[config.mk]
export PLATFORM = sky130hd
export DESIGN_NAME = lof_fault_mgr
export DESIGN_NICKNAME = d
export VERILOG_FILES = /design/src/include/lof_pkg.sv /design/src/rtl/lof_fault_mgr.sv
export SDC_FILE = /design/constraint.sdc
export NUM_CORES = 1
export LEC_CHECK = 0
export ABC_CLOCK_PERIOD_IN_PS = 4100
export BUFFER_PORTS_ARGS = -buffer_cell sky130_fd_sc_hd__buf_4
export CORE_UTILIZATION = 50
export CTS_BUF_LIST = sky130_fd_sc_hd__clkbuf_4
export CTS_CLUSTER_SIZE = 10
export DETAILED_ROUTE_END_ITERATION = 6
export GPL_TIMING_DRIVEN = 1
export PLACE_DENSITY = 0.79
export SYNTH_ARGS = -nofsm -noshare
export SYNTH_HDL_FRONTEND = slang
export SYNTH_SLANG_ARGS = --single-unit
[constraint.sdc]
create_clock -name pclk -period 4.1 [get_ports pclk]
set_input_delay 0.205 -clock pclk [delete_from_list [all_inputs] [get_ports pclk]]
set_output_delay 0.205 -clock pclk [all_outputs]
set_load 0.005 [all_outputs]
[src/include/lof_pkg.sv]
package lof_pkg;

   // System clock and the delays it times.
   localparam int unsigned CLK_HZ             = 100_000_000;
   localparam int unsigned CYC_PER_MS         = CLK_HZ / 1000;
   localparam int unsigned FAULT_RESTART_MS   = 100;
   localparam int unsigned AUTO_RESTART_MS    = 14;
   localparam int unsigned FAULT_RESTART_CYC  = FAULT_RESTART_MS * CYC_PER_MS;
   localparam int unsigned AUTO_RESTART_CYC   = AUTO_RESTART_MS * CYC_PER_MS;
   localparam int unsigned CNT_W              = 24;

   // Widths.
   localparam int unsigned NCH                = 2;
   localparam int unsigned CUR_W              = 8;
   localparam int unsigned EV_W               = 6;

   // Register byte offsets.
   localparam logic [11:0] ADDR_CTRL          = 12'h000;
   localparam logic [11:0] ADDR_THRESH        = 12'h004;
   localparam logic [11:0] ADDR_OC_STATUS     = 12'h008;
   localparam logic [11:0] ADDR_STATE         = 12'h00C;
   localparam logic [11:0] ADDR_EV_STATUS     = 12'h010;
   localparam logic [11:0] ADDR_EV_MASK       = 12'h014;

   // Control register field positions and reset values.
   localparam int unsigned CTRL_SDDIS_LSB     = 0;
   localparam int unsigned CTRL_OCMASK_LSB    = 2;
   localparam int unsigned CTRL_UVMASK_LSB    = 4;
   localparam int unsigned CTRL_PGIE_LSB      = 6;
   localparam int unsigned CTRL_ON_LSB        = 8;
   localparam logic [1:0]  SDDIS_RST          = 2'h0;
   localparam logic [1:0]  OCMASK_RST         = 2'h0;
   localparam logic [1:0]  UVMASK_RST         = 2'h0;
   localparam logic [1:0]  PGIE_RST           = 2'h0;
   localparam logic [1:0]  ON_RST             = 2'h3;

   // Threshold register layout.
   localparam int unsigned THR_A_LSB          = 0;
   localparam int unsigned THR_B_LSB          = 8;
   localparam logic [7:0]  THR_RST            = 8'h80;

   // Overcurrent status and state register layout.
   localparam int unsigned OCS_FLAG_LSB       = 0;
   localparam int unsigned OCS_PG_LSB         = 2;
   localparam int unsigned OCS_FAULT_BIT      = 4;
   localparam int unsigned ST_SYS_LSB         = 0;
   localparam int unsigned ST_EN_LSB          = 2;
   localparam int unsigned ST_LIM_LSB         = 4;
   localparam int unsigned ST_UV_LSB          = 6;
   localparam int unsigned ST_PEND_LSB        = 8;

   // Event bits of the sticky status and mask registers.
   localparam int unsigned EV_OC_LSB          = 0;
   localparam int unsigned EV_UV_LSB          = 2;
   localparam int unsigned EV_FAULT_BIT       = 4;
   localparam int unsigned EV_RESTART_BIT     = 5;
   localparam logic [5:0]  EV_MASK_RST        = 6'h00;

   typedef enum logic [1:0] {
      SYS_RUN     = 2'b00,
      SYS_FAULT   = 2'b01,
      SYS_RESTART = 2'b10
   } lof_sys_e;

   typedef enum logic [2:0] {
      CH_DIS      = 3'b000,
      CH_ON       = 3'b001,
      CH_LIMIT    = 3'b010,
      CH_OFF_WAIT = 3'b011,
      CH_OFF_HOLD = 3'b100
   } lof_ch_e;

   typedef struct packed {
      lof_ch_e            st;
      logic [CNT_W-1:0]   cnt;
   } lof_chan_s;

endpackage : lof_pkg

[src/rtl/lof_fault_mgr.sv]
`timescale 1ns/1ps
`default_nettype none

// Functional notes
// - Each regulator has a limit_shutdown_disable bit: clear means an overcurrent turns it off, set means it keeps limiting until the overload ends.
// - Each regulator has its own programmable current threshold and its load current is compared against that threshold only.
// - Reaching the threshold sets that regulator's overcurrent_status_flag, which holds until a host read of it clears it.
// - Overcurrent and the undervoltage it may cause form one fault source; undervoltage without overcurrent, limiting or a held shutdown never triggers it.
// - An unmasked undervoltage caused by current limiting turns off all supplies, drives interrupt_out_n low and enters the voltage fault state.
// - In the voltage fault state the block waits 100 ms and then restarts every supply whose on bit is set, pulsing restart_seq.
// - With the overcurrent fault mask set, the regulator still shuts off or limits current as its shutdown-disable bit selects.
// - With the overcurrent fault mask set, an overcurrent or short on that regulator never enters the voltage fault state.
// - A masked regulator turned off by its current limit is re-enabled automatically 14 ms later.
// - An unmasked power-good interrupt holds interrupt_out_n low until the regulator is off or back in regulation and its power_good_bit was read.
module lof_fault_mgr
   import lof_pkg::*;
#(
   parameter int unsigned FAULT_CYC = FAULT_RESTART_CYC,
   parameter int unsigned AUTO_CYC  = AUTO_RESTART_CYC
)
(
   input  wire  logic               pclk,
   input  wire  logic               presetn,
   input  wire  logic               clk_en,
   input  wire  logic               psel,
   input  wire  logic               penable,
   input  wire  logic               pwrite,
   input  wire  logic [11:0]        paddr,
   input  wire  logic [31:0]        pwdata,
   output var   logic               pready,
   output var   logic [31:0]        prdata,
   output var   logic               pslverr,
   input  wire  logic [CUR_W-1:0]   load_current_a,
   input  wire  logic [CUR_W-1:0]   load_current_b,
   input  wire  logic               undervolt_a,
   input  wire  logic               undervolt_b,
   output var   logic [NCH-1:0]     reg_enable,
   output var   logic [NCH-1:0]     limit_active,
   output var   logic               supplies_off,
   output var   logic               restart_seq,
   output var   logic               interrupt_out_n,
   output var   logic               irq
);

   // Whole state of the block, registered as one word.
   typedef struct packed {
      logic [NCH-1:0][CUR_W-1:0] cur_m;
      logic [NCH-1:0][CUR_W-1:0] cur_s;
      logic [NCH-1:0]            uv_m;
      logic [NCH-1:0]            uv_s;
      logic [NCH-1:0]            uv_p;
      logic [NCH-1:0]            sd_dis;
      logic [NCH-1:0]            oc_mask;
      logic [NCH-1:0]            uv_mask;
      logic [NCH-1:0]            pg_ie;
      logic [NCH-1:0]            on;
      logic [NCH-1:0][CUR_W-1:0] thr;
      logic [NCH-1:0]            over;
      logic [NCH-1:0]            oc_flag;
      logic [NCH-1:0]            pg_pend;
      logic [NCH-1:0]            pg_read;
      logic                      fault_irq;
      logic [EV_W-1:0]           ev;
      logic [EV_W-1:0]           ev_mask;
      lof_sys_e                  sys;
      logic [CNT_W-1:0]          sys_cnt;
      lof_chan_s [NCH-1:0]       ch;
      logic                      pready;
      logic [31:0]               prdata;
      logic                      pslverr;
      logic [NCH-1:0]            reg_en;
      logic [NCH-1:0]            lim;
      logic                      supplies_off;
      logic                      restart;
      logic                      intn;
      logic                      irq;
   } lof_state_s;

   localparam logic [CNT_W-1:0] FAULT_LOAD = CNT_W'(FAULT_CYC - 1);
   localparam logic [CNT_W-1:0] AUTO_LOAD  = CNT_W'(AUTO_CYC - 1);

   lof_state_s         s_q;
   lof_state_s         s_d;
   logic               acc_start;
   logic               acc_done;
   logic               wr;
   logic               rd;
   logic               oc_read;
   logic [NCH-1:0]     over_now;
   logic [NCH-1:0]     fault_trig;
   logic [NCH-1:0]     below;
   logic [EV_W-1:0]    ev_set;
   logic [31:0]        rdata;
   logic               addr_ok;

   // Steps one regulator's protection state; shared by both channels.
   function automatic lof_chan_s lof_ch_step(input lof_chan_s c, input logic on, input logic over,
                                             input logic sd_dis, input logic ocm);
      lof_chan_s r;
      r = c;
      if (!on)
      begin
         r.st  = CH_DIS;
         r.cnt = '0;
      end
      else
      begin
         case (c.st)
            CH_DIS:
            begin
               r.st = CH_ON;
            end
            CH_ON, CH_LIMIT:
            begin
               if (over)
               begin
                  if (sd_dis)
                  begin
                     r.st = CH_LIMIT;
                  end
                  else if (ocm)
                  begin
                     r.st  = CH_OFF_WAIT;
                     r.cnt = AUTO_LOAD;
                  end
                  else
                  begin
                     r.st = CH_OFF_HOLD;
                  end
               end
               else
               begin
                  r.st = CH_ON;
               end
            end
            CH_OFF_WAIT:
            begin
               if (c.cnt == '0)
               begin
                  r.st = CH_ON;
               end
               else
               begin
                  r.cnt = c.cnt - 1'b1;
               end
            end
            CH_OFF_HOLD:
            begin
               r.st = CH_OFF_HOLD;
            end
            default:
            begin
               r.st = CH_DIS;
            end
         endcase
      end
      return r;
   endfunction : lof_ch_step

   // APB phase decode: one wait state, then the access completes.
   assign acc_start = psel & penable & ~s_q.pready;
   assign acc_done  = psel & penable & s_q.pready;
   assign wr        = acc_done & pwrite;
   assign rd        = acc_done & ~pwrite;
   assign oc_read   = rd & (paddr == ADDR_OC_STATUS);

   // Read data mux and address check.
   always_comb
   begin
      rdata   = 32'h0000_0000;
      addr_ok = 1'b1;
      case (paddr)
         ADDR_CTRL:
         begin
            rdata[CTRL_SDDIS_LSB +: NCH]  = s_q.sd_dis;
            rdata[CTRL_OCMASK_LSB +: NCH] = s_q.oc_mask;
            rdata[CTRL_UVMASK_LSB +: NCH] = s_q.uv_mask;
            rdata[CTRL_PGIE_LSB +: NCH]   = s_q.pg_ie;
            rdata[CTRL_ON_LSB +: NCH]     = s_q.on;
         end
         ADDR_THRESH:
         begin
            rdata[THR_A_LSB +: CUR_W] = s_q.thr[0];
            rdata[THR_B_LSB +: CUR_W] = s_q.thr[1];
         end
         ADDR_OC_STATUS:
         begin
            rdata[OCS_FLAG_LSB +: NCH] = s_q.oc_flag;
            rdata[OCS_PG_LSB +: NCH]   = ~s_q.uv_s;
            rdata[OCS_FAULT_BIT]       = s_q.fault_irq;
         end
         ADDR_STATE:
         begin
            rdata[ST_SYS_LSB +: 2]   = s_q.sys;
            rdata[ST_EN_LSB +: NCH]  = s_q.reg_en;
            rdata[ST_LIM_LSB +: NCH] = s_q.lim;
            rdata[ST_UV_LSB +: NCH]  = s_q.uv_s;
            rdata[ST_PEND_LSB +: NCH] = s_q.pg_pend;
         end
         ADDR_EV_STATUS:
         begin
            rdata[EV_W-1:0] = s_q.ev;
         end
         ADDR_EV_MASK:
         begin
            rdata[EV_W-1:0] = s_q.ev_mask;
         end
         default:
         begin
            addr_ok = 1'b0;
         end
      endcase
   end

   // Next-state logic of the whole block.
   always_comb
   begin
      s_d        = s_q;
      over_now   = '0;
      fault_trig = '0;
      below      = '0;

      // Two-stage synchronisers for the analog-side inputs.
      s_d.cur_m[0] = load_current_a;
      s_d.cur_m[1] = load_current_b;
      s_d.cur_s    = s_q.cur_m;
      s_d.uv_m     = {undervolt_b, undervolt_a};
      s_d.uv_s     = s_q.uv_m;
      s_d.uv_p     = s_q.uv_s; // Previous synchronised level, for edge detection only.

      // Bus answer, registered so it appears one cycle into the access phase.
      s_d.pready  = acc_start;
      s_d.pslverr = acc_start & ~addr_ok;
      s_d.prdata  = (acc_start & ~pwrite) ? rdata : 32'h0000_0000;

      // Register writes.
      if (wr)
      begin
         case (paddr)
            ADDR_CTRL:
            begin
               s_d.sd_dis  = pwdata[CTRL_SDDIS_LSB +: NCH];
               s_d.oc_mask = pwdata[CTRL_OCMASK_LSB +: NCH];
               s_d.uv_mask = pwdata[CTRL_UVMASK_LSB +: NCH];
               s_d.pg_ie   = pwdata[CTRL_PGIE_LSB +: NCH];
               s_d.on      = pwdata[CTRL_ON_LSB +: NCH];
            end
            ADDR_THRESH:
            begin
               s_d.thr[0] = pwdata[THR_A_LSB +: CUR_W];
               s_d.thr[1] = pwdata[THR_B_LSB +: CUR_W];
            end
            ADDR_EV_MASK:
            begin
               s_d.ev_mask = pwdata[EV_W-1:0];
            end
            default:
            begin
               s_d.ev_mask = s_q.ev_mask;
            end
         endcase
      end

      // Per-regulator detection: each load against its own threshold.
      for (int i = 0; i < NCH; i++)
      begin
         over_now[i]   = s_q.on[i] & (s_q.cur_s[i] >= s_q.thr[i]);
         // Only undervoltage during overcurrent, limiting or a latched overcurrent shutdown counts, and only unmasked.
         fault_trig[i] = s_q.uv_s[i] & ~s_q.uv_mask[i] & ~s_q.oc_mask[i]
                         & (over_now[i] | (s_q.ch[i].st == CH_LIMIT) | (s_q.ch[i].st == CH_OFF_HOLD));
         below[i]      = s_q.uv_s[i] & s_q.reg_en[i];
      end
      s_d.over = over_now;

      // Latched overcurrent flags: a read clears them, a new event wins.
      s_d.oc_flag = (oc_read ? '0 : s_q.oc_flag) | over_now;

      // Power-good interrupt hold per regulator.
      for (int i = 0; i < NCH; i++)
      begin
         if (s_q.pg_ie[i] & below[i] & ~s_q.pg_pend[i])
         begin
            s_d.pg_pend[i] = 1'b1;
            s_d.pg_read[i] = 1'b0;
         end
         else if (s_q.pg_pend[i])
         begin
            if (oc_read)
            begin
               s_d.pg_read[i] = 1'b1;
            end
            if ((s_q.pg_read[i] | oc_read) & (~s_q.reg_en[i] | ~s_q.uv_s[i]))
            begin
               s_d.pg_pend[i] = 1'b0;
               s_d.pg_read[i] = 1'b0;
            end
         end
      end

      // Global supervisor: voltage fault state and timed restart.
      case (s_q.sys)
         SYS_RUN:
         begin
            if (|fault_trig)
            begin
               s_d.sys     = SYS_FAULT;
               s_d.sys_cnt = FAULT_LOAD;
            end
         end
         SYS_FAULT:
         begin
            if (s_q.sys_cnt == '0)
            begin
               s_d.sys = SYS_RESTART;
            end
            else
            begin
               s_d.sys_cnt = s_q.sys_cnt - 1'b1;
            end
         end
         SYS_RESTART:
         begin
            s_d.sys = SYS_RUN;
         end
         default:
         begin
            s_d.sys = SYS_RUN;
         end
      endcase

      // The fault interrupt latch clears on the status read; entry wins.
      s_d.fault_irq = (oc_read ? 1'b0 : s_q.fault_irq) | (s_d.sys == SYS_FAULT && s_q.sys == SYS_RUN);

      // Regulator protection channels, each with its own restart counter.
      for (int i = 0; i < NCH; i++)
      begin
         if (s_d.sys == SYS_FAULT)
         begin
            s_d.ch[i].st  = CH_DIS;
            s_d.ch[i].cnt = '0;
         end
         else if (s_q.sys == SYS_RESTART)
         begin
            s_d.ch[i].st  = s_q.on[i] ? CH_ON : CH_DIS;
            s_d.ch[i].cnt = '0;
         end
         else
         begin
            s_d.ch[i] = lof_ch_step(s_q.ch[i], s_q.on[i], over_now[i], s_q.sd_dis[i], s_q.oc_mask[i]);
         end
         s_d.reg_en[i] = (s_d.sys == SYS_RUN) & ((s_d.ch[i].st == CH_ON) | (s_d.ch[i].st == CH_LIMIT));
         s_d.lim[i]    = (s_d.sys == SYS_RUN) & (s_d.ch[i].st == CH_LIMIT);
      end

      // Sticky event status, write one to clear, a new event wins.
      ev_set                          = '0;
      ev_set[EV_OC_LSB +: NCH]        = over_now & ~s_q.over;
      ev_set[EV_UV_LSB +: NCH]        = s_q.uv_s & ~s_q.uv_p;
      ev_set[EV_FAULT_BIT]            = (s_q.sys == SYS_RUN) & (|fault_trig);
      ev_set[EV_RESTART_BIT]          = (s_q.sys == SYS_RESTART);
      if (wr && paddr == ADDR_EV_STATUS)
      begin
         s_d.ev = (s_q.ev & ~pwdata[EV_W-1:0]) | ev_set;
      end
      else
      begin
         s_d.ev = s_q.ev | ev_set;
      end

      // Registered outputs.
      s_d.supplies_off = (s_d.sys == SYS_FAULT);
      s_d.restart      = (s_d.sys == SYS_RESTART);
      s_d.irq          = |(s_d.ev & s_d.ev_mask);
      s_d.intn         = ~(|(s_d.oc_flag & ~s_d.oc_mask) | (|s_d.pg_pend) | s_d.fault_irq);
   end

   // State register; the clock enable freezes everything.
   always_ff @(posedge pclk or negedge presetn)
   begin
      if (!presetn)
      begin
         s_q         <= '0;
         s_q.sd_dis  <= SDDIS_RST;
         s_q.oc_mask <= OCMASK_RST;
         s_q.uv_mask <= UVMASK_RST;
         s_q.pg_ie   <= PGIE_RST;
         s_q.on      <= ON_RST;
         s_q.thr     <= {THR_RST, THR_RST};
         s_q.ev_mask <= EV_MASK_RST;
         s_q.sys     <= SYS_RUN;
         s_q.intn    <= 1'b1;
      end
      else if (clk_en)
      begin
         s_q <= s_d;
      end
   end

   // Outputs straight from the state register.
   assign pready          = s_q.pready;
   assign prdata          = s_q.prdata;
   assign pslverr         = s_q.pslverr;
   assign reg_enable      = s_q.reg_en;
   assign limit_active    = s_q.lim;
   assign supplies_off    = s_q.supplies_off;
   assign restart_seq     = s_q.restart;
   assign interrupt_out_n = s_q.intn;
   assign irq             = s_q.irq;

endmodule : lof_fault_mgr

`default_nettype wire

==> metrics.yaml, run 1 <==
power_density_mw_per_mm2: 305
grt_max_degree: 114
ctsRootBufferMaster: "clkbuf_4"
routed_wl_mm: 26.6
ctsResizeCount: 0
insertion_delay_ps: 610
min_path_type: "input port to flip-flop"
final_area_sq_mm: 0.0119
die_area_sq_mm: 0.0218
slew_headroom_pct: 18.8
die_w_um: 148
path_class: "flip-flop to flip-flop"
port_buffers: 77
grt_pass1_wl_mm: 43.9
synth_commonest_cells: "186 x dfrtp_1, 107 x nand2_1, 94 x a21oi_1"
vdd_drop_max_v: 0.000203
fmax_mhz: 282
hpwl_mm: 17.5
drt_iter0_markers: 818
synth_seq_cells: 191
synth.most_common_cell: "dfrtp_1"
cts_tree: "built"
pin_count: 110
fin_crit_sh_pct: 86.5
skew_ps: 35.4
yosysWarnings: 0
coreArea_sq_mm: 0.0206
path_max_fanout: 20
grt.overflow.total: 0
report.final.slew_viol_count: 0
remaining_drc_errors: 0
grt.total_usage_pct: 25.3
synth_ff_type: "dfrtp_1"
dr.pass1.iters: 6
final_cells: 1458
placed_area_sq_mm: 0.0112
avgSynthCellArea_sq_um: 9.68
crit_required_ps: 4610
tns_ps: 0
final_layout_size_suffix_gt1_share_pct: 19.3
synth_cells: 1098
synth_seq_area_share_pct: 45.0
dp_slack_ps: 627
yosys.area.top_type_share_pct: 43.8
start_kind: "flip-flop"
max_cap_violations: 0
finalHoldViolations: 0
h-tree-depth: 4
yosys.area.top_type: "dfrtp_1"
syn_area_sq_mm: 0.0106
rsz0062_at_grt: "false"
nNetsFinal: 1262
worst_slew_pin_slew_ps: 1210
initial_core_util_pct: 51.7
vias: 8947
dieHeight_um: 148
wl_per_cell_um: 18.3
final.min_clock_period_ps: 3550
outcome: "completed"
ant_nets: 0
setup_viol: 0
place.gp.congestion: 0.887
cts_buffers: 17
nFillCells: 1783
worstSetupEndpointType: "flip-flop"
synth-async-reset-ratio_pct: 100
setup_ws_ps: 554
synth_edf_count: 0
clk_pin_slew_ps: 150
cts.sinks: 191
placedCellCount: 1386
num_rows: 52
cts_max_path_buffers: 2
viasPerCell: 6.14
p_leak_nw: 5.21
yosysUniqueCellTypes: 84
area_growth_pct: 12.0
worstPathArrival_ps: 4060
grt_pass1_vias: 8695
antenna_found_initial: 1
yosys-top-cells-area: "dfrtp_1 44%, mux2_2 6.1%, a21oi_1 4.4%"
flip-flops by register name (all words and copies together), names as in the netlist:
name,cells
s_q,145
s_d,20
prdata,16
limit_active,2
reg_enable,2
interrupt_out_n,1
irq,1
pready,1
pslverr,1
restart_seq,1
supplies_off,1
cells in the final DEF (no fill, tap or decap), types with 6 or more instances in the layout:
| cell type | instances |
|---|---|
| a21o_1 | 9 |
| a21oi_1 | 94 |
| a22o_1 | 9 |
| a31oi_1 | 18 |
| a41oi_1 | 7 |
| and2_1 | 6 |
| and3_1 | 9 |
| and4_1 | 6 |
| buf_4 | 94 |
| clkbuf_4 | 18 |
| conb_1 | 16 |
| dfrtp_1 | 186 |
| dlygate4sd3_1 | 39 |
| ha_1 | 20 |
| inv_1 | 38 |
| mux2_2 | 58 |
| mux2i_1 | 22 |
| nand2_1 | 107 |
| nand2b_1 | 8 |
| nand3_1 | 19 |
| nand4_1 | 17 |
| nor2_1 | 56 |
| nor2b_1 | 10 |
| nor3_1 | 32 |
| nor4_1 | 13 |
| o211ai_1 | 6 |
| o21a_1 | 9 |
| o21ai_0 | 70 |
| o22a_1 | 9 |
| o2bb2ai_1 | 10 |
| o31ai_1 | 14 |
| or2_2 | 12 |
| or3_1 | 21 |
| or4_1 | 12 |
through the flow:
stage,util [%],power [W],hold WS [ps]
CTS,57.9,0.00364,28.1
floorplan,-,0.00237,-90.6
global placement,54.5,0.00251,281
detailed placement,54.5,0.00254,284
global route,57.9,0.00380,46.1
finish,57.9,0.00363,50.6
timing repair:
item | in CTS | in global routing
setup buffers | 0 | 0
hold buffers | 39 | 0
hold endpoints to repair | 133 | 0
routing by layer:
metal	up-vias	part of all wire (%)	track usage (%)
met5	-	0	0
met4	0	3.2	12.5
met3	69	5.5	3.67
met2	354	49	41.1
met1	4355	43	33.2
li1	4169	-	-
where the power goes:
| part | internal, W | switching, W | total (W) |
|---|---|---|---|
| registers | 0.00199 | 0.0000976 | 0.00209 |
| clock network | 0.000430 | 0.000665 | 0.00110 |
| logic | 0.000201 | 0.000252 | 0.000453 |
critical path: stages (launching register included):
cell and delay (ps):
dfrtp_1 440, ha_1 300, nand2b_1 140, a2111oi_0 680, nor3_1 190, o41ai_4 320
buf_4 220, and3_1 660, buf_4 250, a41oi_1 90, a31oi_1 170
final timing paths:
path	start	to	slack, ps	cells after the start
setup / recovery	s_q[143]	s_q[75]	550	10
hold / removal	paddr[6]	prdata[5]	50	4
setup reg to reg	s_q[143]	s_q[75]	550	10
hold reg to reg	s_q[119]	s_q[119]	490	1
max in group asynchronous	presetn	s_q[136]	2870	3
min in group asynchronous	presetn	s_q[96]	200	2
cell families (layout without fill, tap and decap cells):
kind of cell,after synthesis,count (layout),synth area share (%)
xor+xnor,5,5,0.412
flops,191,191,45.0
fa+ha+maj,20,20,2.36
other cells,1,17,0.0353
buf+inv,132,206,6.61
mux,80,80,8.22
compound gates,317,317,19.9
simple gates,352,352,17.5
area by class of cell:
class,instances,area (sq um),share of cell area (%)
antenna,1,2.50,0.0210
sequential,191,4790,40.2
timing repair buffer,135,1130,9.49
multi-input combinational,790,5200,43.7
tap,270,338,2.84
clock inverter,14,165,1.39
clock buffer,18,135,1.14
inverter,39,146,1.23
(Power assumes the default switching activity.)
==> run 2: changes to the inputs <==
- REMOVE_ABC_BUFFERS: not set -> 1
==> run 2 against run 1 <==
Effect of this change:
- the run now ends with design-rule violations left
- setup slack improved by 4.1 ps
- combinational power about the same
- flip-flop and latch count unchanged
- first-iteration DRC count decreased by 0.98%
- sequential power about the same
- maximum frequency increased by 0.12%
- worst hold slack improved by 67 ps
- utilization is essentially flat
- critical path type unchanged
==> metrics.yaml, run 2 (same netlist as run 1, synthesis figures left out) <==
outcome: "finished, violations left"  # was completed
violations: "design-rule violations"
path_class: "flip-flop to flip-flop"  # unchanged
port_buffers: 77  # unchanged
grt.overflow.total: 0  # unchanged
crit_required_ps: 4640  # was 4610 ps
area_growth_pct: 12.0  # about the same
start_kind: "flip-flop"  # unchanged
pin_count: 110  # unchanged
path_max_fanout: 16  # was 20
routed_wl_mm: 25.3  # was 26.6 mm
worstSetupEndpointType: "flip-flop"  # unchanged
finalHoldViolations: 0  # unchanged
dieHeight_um: 148  # unchanged
power_density_mw_per_mm2: 298  # was 305 mW/mm^2
vdd_drop_max_v: 0.000229  # was 0.000203 V
hpwl_mm: 16.7  # was 17.5 mm
viasPerCell: 6.08  # was 6.14
min_path_type: "input port to flip-flop"  # unchanged
worst_slew_pin_slew_ps: 925  # was 1210 ps
final_layout_size_suffix_gt1_share_pct: 19.2  # was 19.3%
ctsResizeCount: 0  # unchanged
post_cts_buffers: 0  # unchanged
slew_headroom_pct: 38.2  # was 18.8%
cts_max_path_buffers: 2  # unchanged
clk_pin_slew_ps: 170  # was 150 ps
dr.pass1.iters: 7  # was 6
drt_iter0_markers: 810  # was 818
report.final.slew_viol_count: 0  # unchanged
skew_ps: 27.3  # was 35.4 ps
placedCellCount: 1385  # was 1386
fmax_mhz: 282  # about the same
place.gp.congestion: 0.858  # was 0.887
final.min_clock_period_ps: 3540  # was 3550 ps
grt_max_degree: 109  # was 114
die_area_sq_mm: 0.0218  # unchanged
grt_pass1_wl_mm: 42.8  # was 43.9 mm
p_leak_nw: 5.20  # was 5.21 nW
die_w_um: 148  # unchanged
initial_core_util_pct: 51.7  # unchanged
grt.total_usage_pct: 24.4  # was 25.3%
final_cell_mix: "186 x dfrtp_1, 107 x nand2_1, 94 x a21oi_1, 93 x buf_4, 70 x o21ai_0"  # was 186 x dfrtp_1, 107 x nand2_1, 94 x a21oi_1, 94 x buf_4, 70 x o21ai_0
nNetsFinal: 1265  # was 1262
worstPathArrival_ps: 4080  # was 4060 ps
largest_reg_flops: 145  # unchanged
setup_viol: 0  # unchanged
remaining_drc_errors: 4  # was 0
vias: 8880  # was 8947
h-tree-depth: 4  # unchanged
rsz0062_at_grt: "false"  # unchanged
max_cap_violations: 0  # unchanged
fin_crit_sh_pct: 86.4  # was 86.5%
antenna_found_initial: 1  # unchanged
num_rows: 52  # unchanged
cts_hold_buf: 43  # was 39
tns_ps: 0  # unchanged
wl_per_cell_um: 17.3  # was 18.3 um
cts_buffers: 17  # unchanged
final_common_cell: "dfrtp_1"  # unchanged
coreArea_sq_mm: 0.0206  # unchanged
grt_pass1_vias: 8540  # was 8695
cts_tree: "built"  # unchanged
cts.sinks: 191  # unchanged
ctsRootBufferMaster: "clkbuf_4"  # unchanged
nFillCells: 1742  # was 1783
insertion_delay_ps: 620  # was 610 ps
regMostFlops: "s_q"  # unchanged
ant_nets: 0  # unchanged
final_cells: 1461  # was 1458
==> run 2: through the flow <==
stage	power (W)	hold slack [ps]	area (sq um)	worst slack [ps]	util, %
after global placement	0.00252	379	11200	801	54.5
after floorplan	0.00233	-90.6	10100	439	-
after detailed placement	0.00254	382	11200	704	54.5
after global routing	0.00371	144	11900	269	57.9
after CTS	0.00356	102	11900	599	57.9
final	0.00354	118	11900	558	57.9
==> run 2: path summary, 6_finish.rpt <==
| check | start | depth (start not counted) | endpoint | slack, ps |
|---|---|---|---|---|
| worst max-delay path | s_q[143] | 8 | s_q[61] | 560 |
| worst min-delay path | pwrite | 5 | s_q[136] | 120 |
| worst max register to register | s_q[143] | 8 | s_q[61] | 560 |
| worst min register to register | s_q[119] | 1 | s_q[119] | 480 |
| max in group asynchronous | presetn | 3 | s_q[143] | 2900 |
| min in group asynchronous | presetn | 2 | s_q[156] | 190 |
==> run 2: final cells by class <==
cell class	instances	area [sq um]	share of cell area (%)
Clock inverter	15	143	1.20
Multi-Input combinational cell	790	5200	43.7
Inverter	39	146	1.23
Sequential cell	191	4790	40.2
Clock buffer	17	128	1.07
Timing Repair Buffer	138	1160	9.76
Tap cell	270	338	2.84
Antenna cell	1	2.50	0.0210
==> run 2: report_power, final <==
| group | internal [W] | switching, W | leakage, nW | total, W |
|---|---|---|---|---|
| clock | 0.000271 | 0.000738 | 0.144 | 0.00101 |
| combinational | 0.000202 | 0.000249 | 2.67 | 0.000451 |
| sequential | 0.00199 | 0.0000930 | 2.39 | 0.00208 |
| total | 0.00246 | 0.00108 | 5.20 | 0.00354 |
==> run 2: routing by layer <==
metal | GRT usage, % | up-vias | wire, um
li1 | - | 4173 | -
met1 | 33.7 | 4372 | 11200
met2 | 39.4 | 295 | 12200
met3 | 3.77 | 40 | 1370
met4 | 7.58 | 0 | 505
met5 | 0 | - | 0
==> run 2: critical path: stages, from the launching register on <==
cell,delay [ps]
dfrtp_1,440
ha_1,290
nand2b_1,140
a2111oi_0,780
nor3_1,180
o41ai_4,650
nand3_4,340
or4_1,570
o221ai_1,80
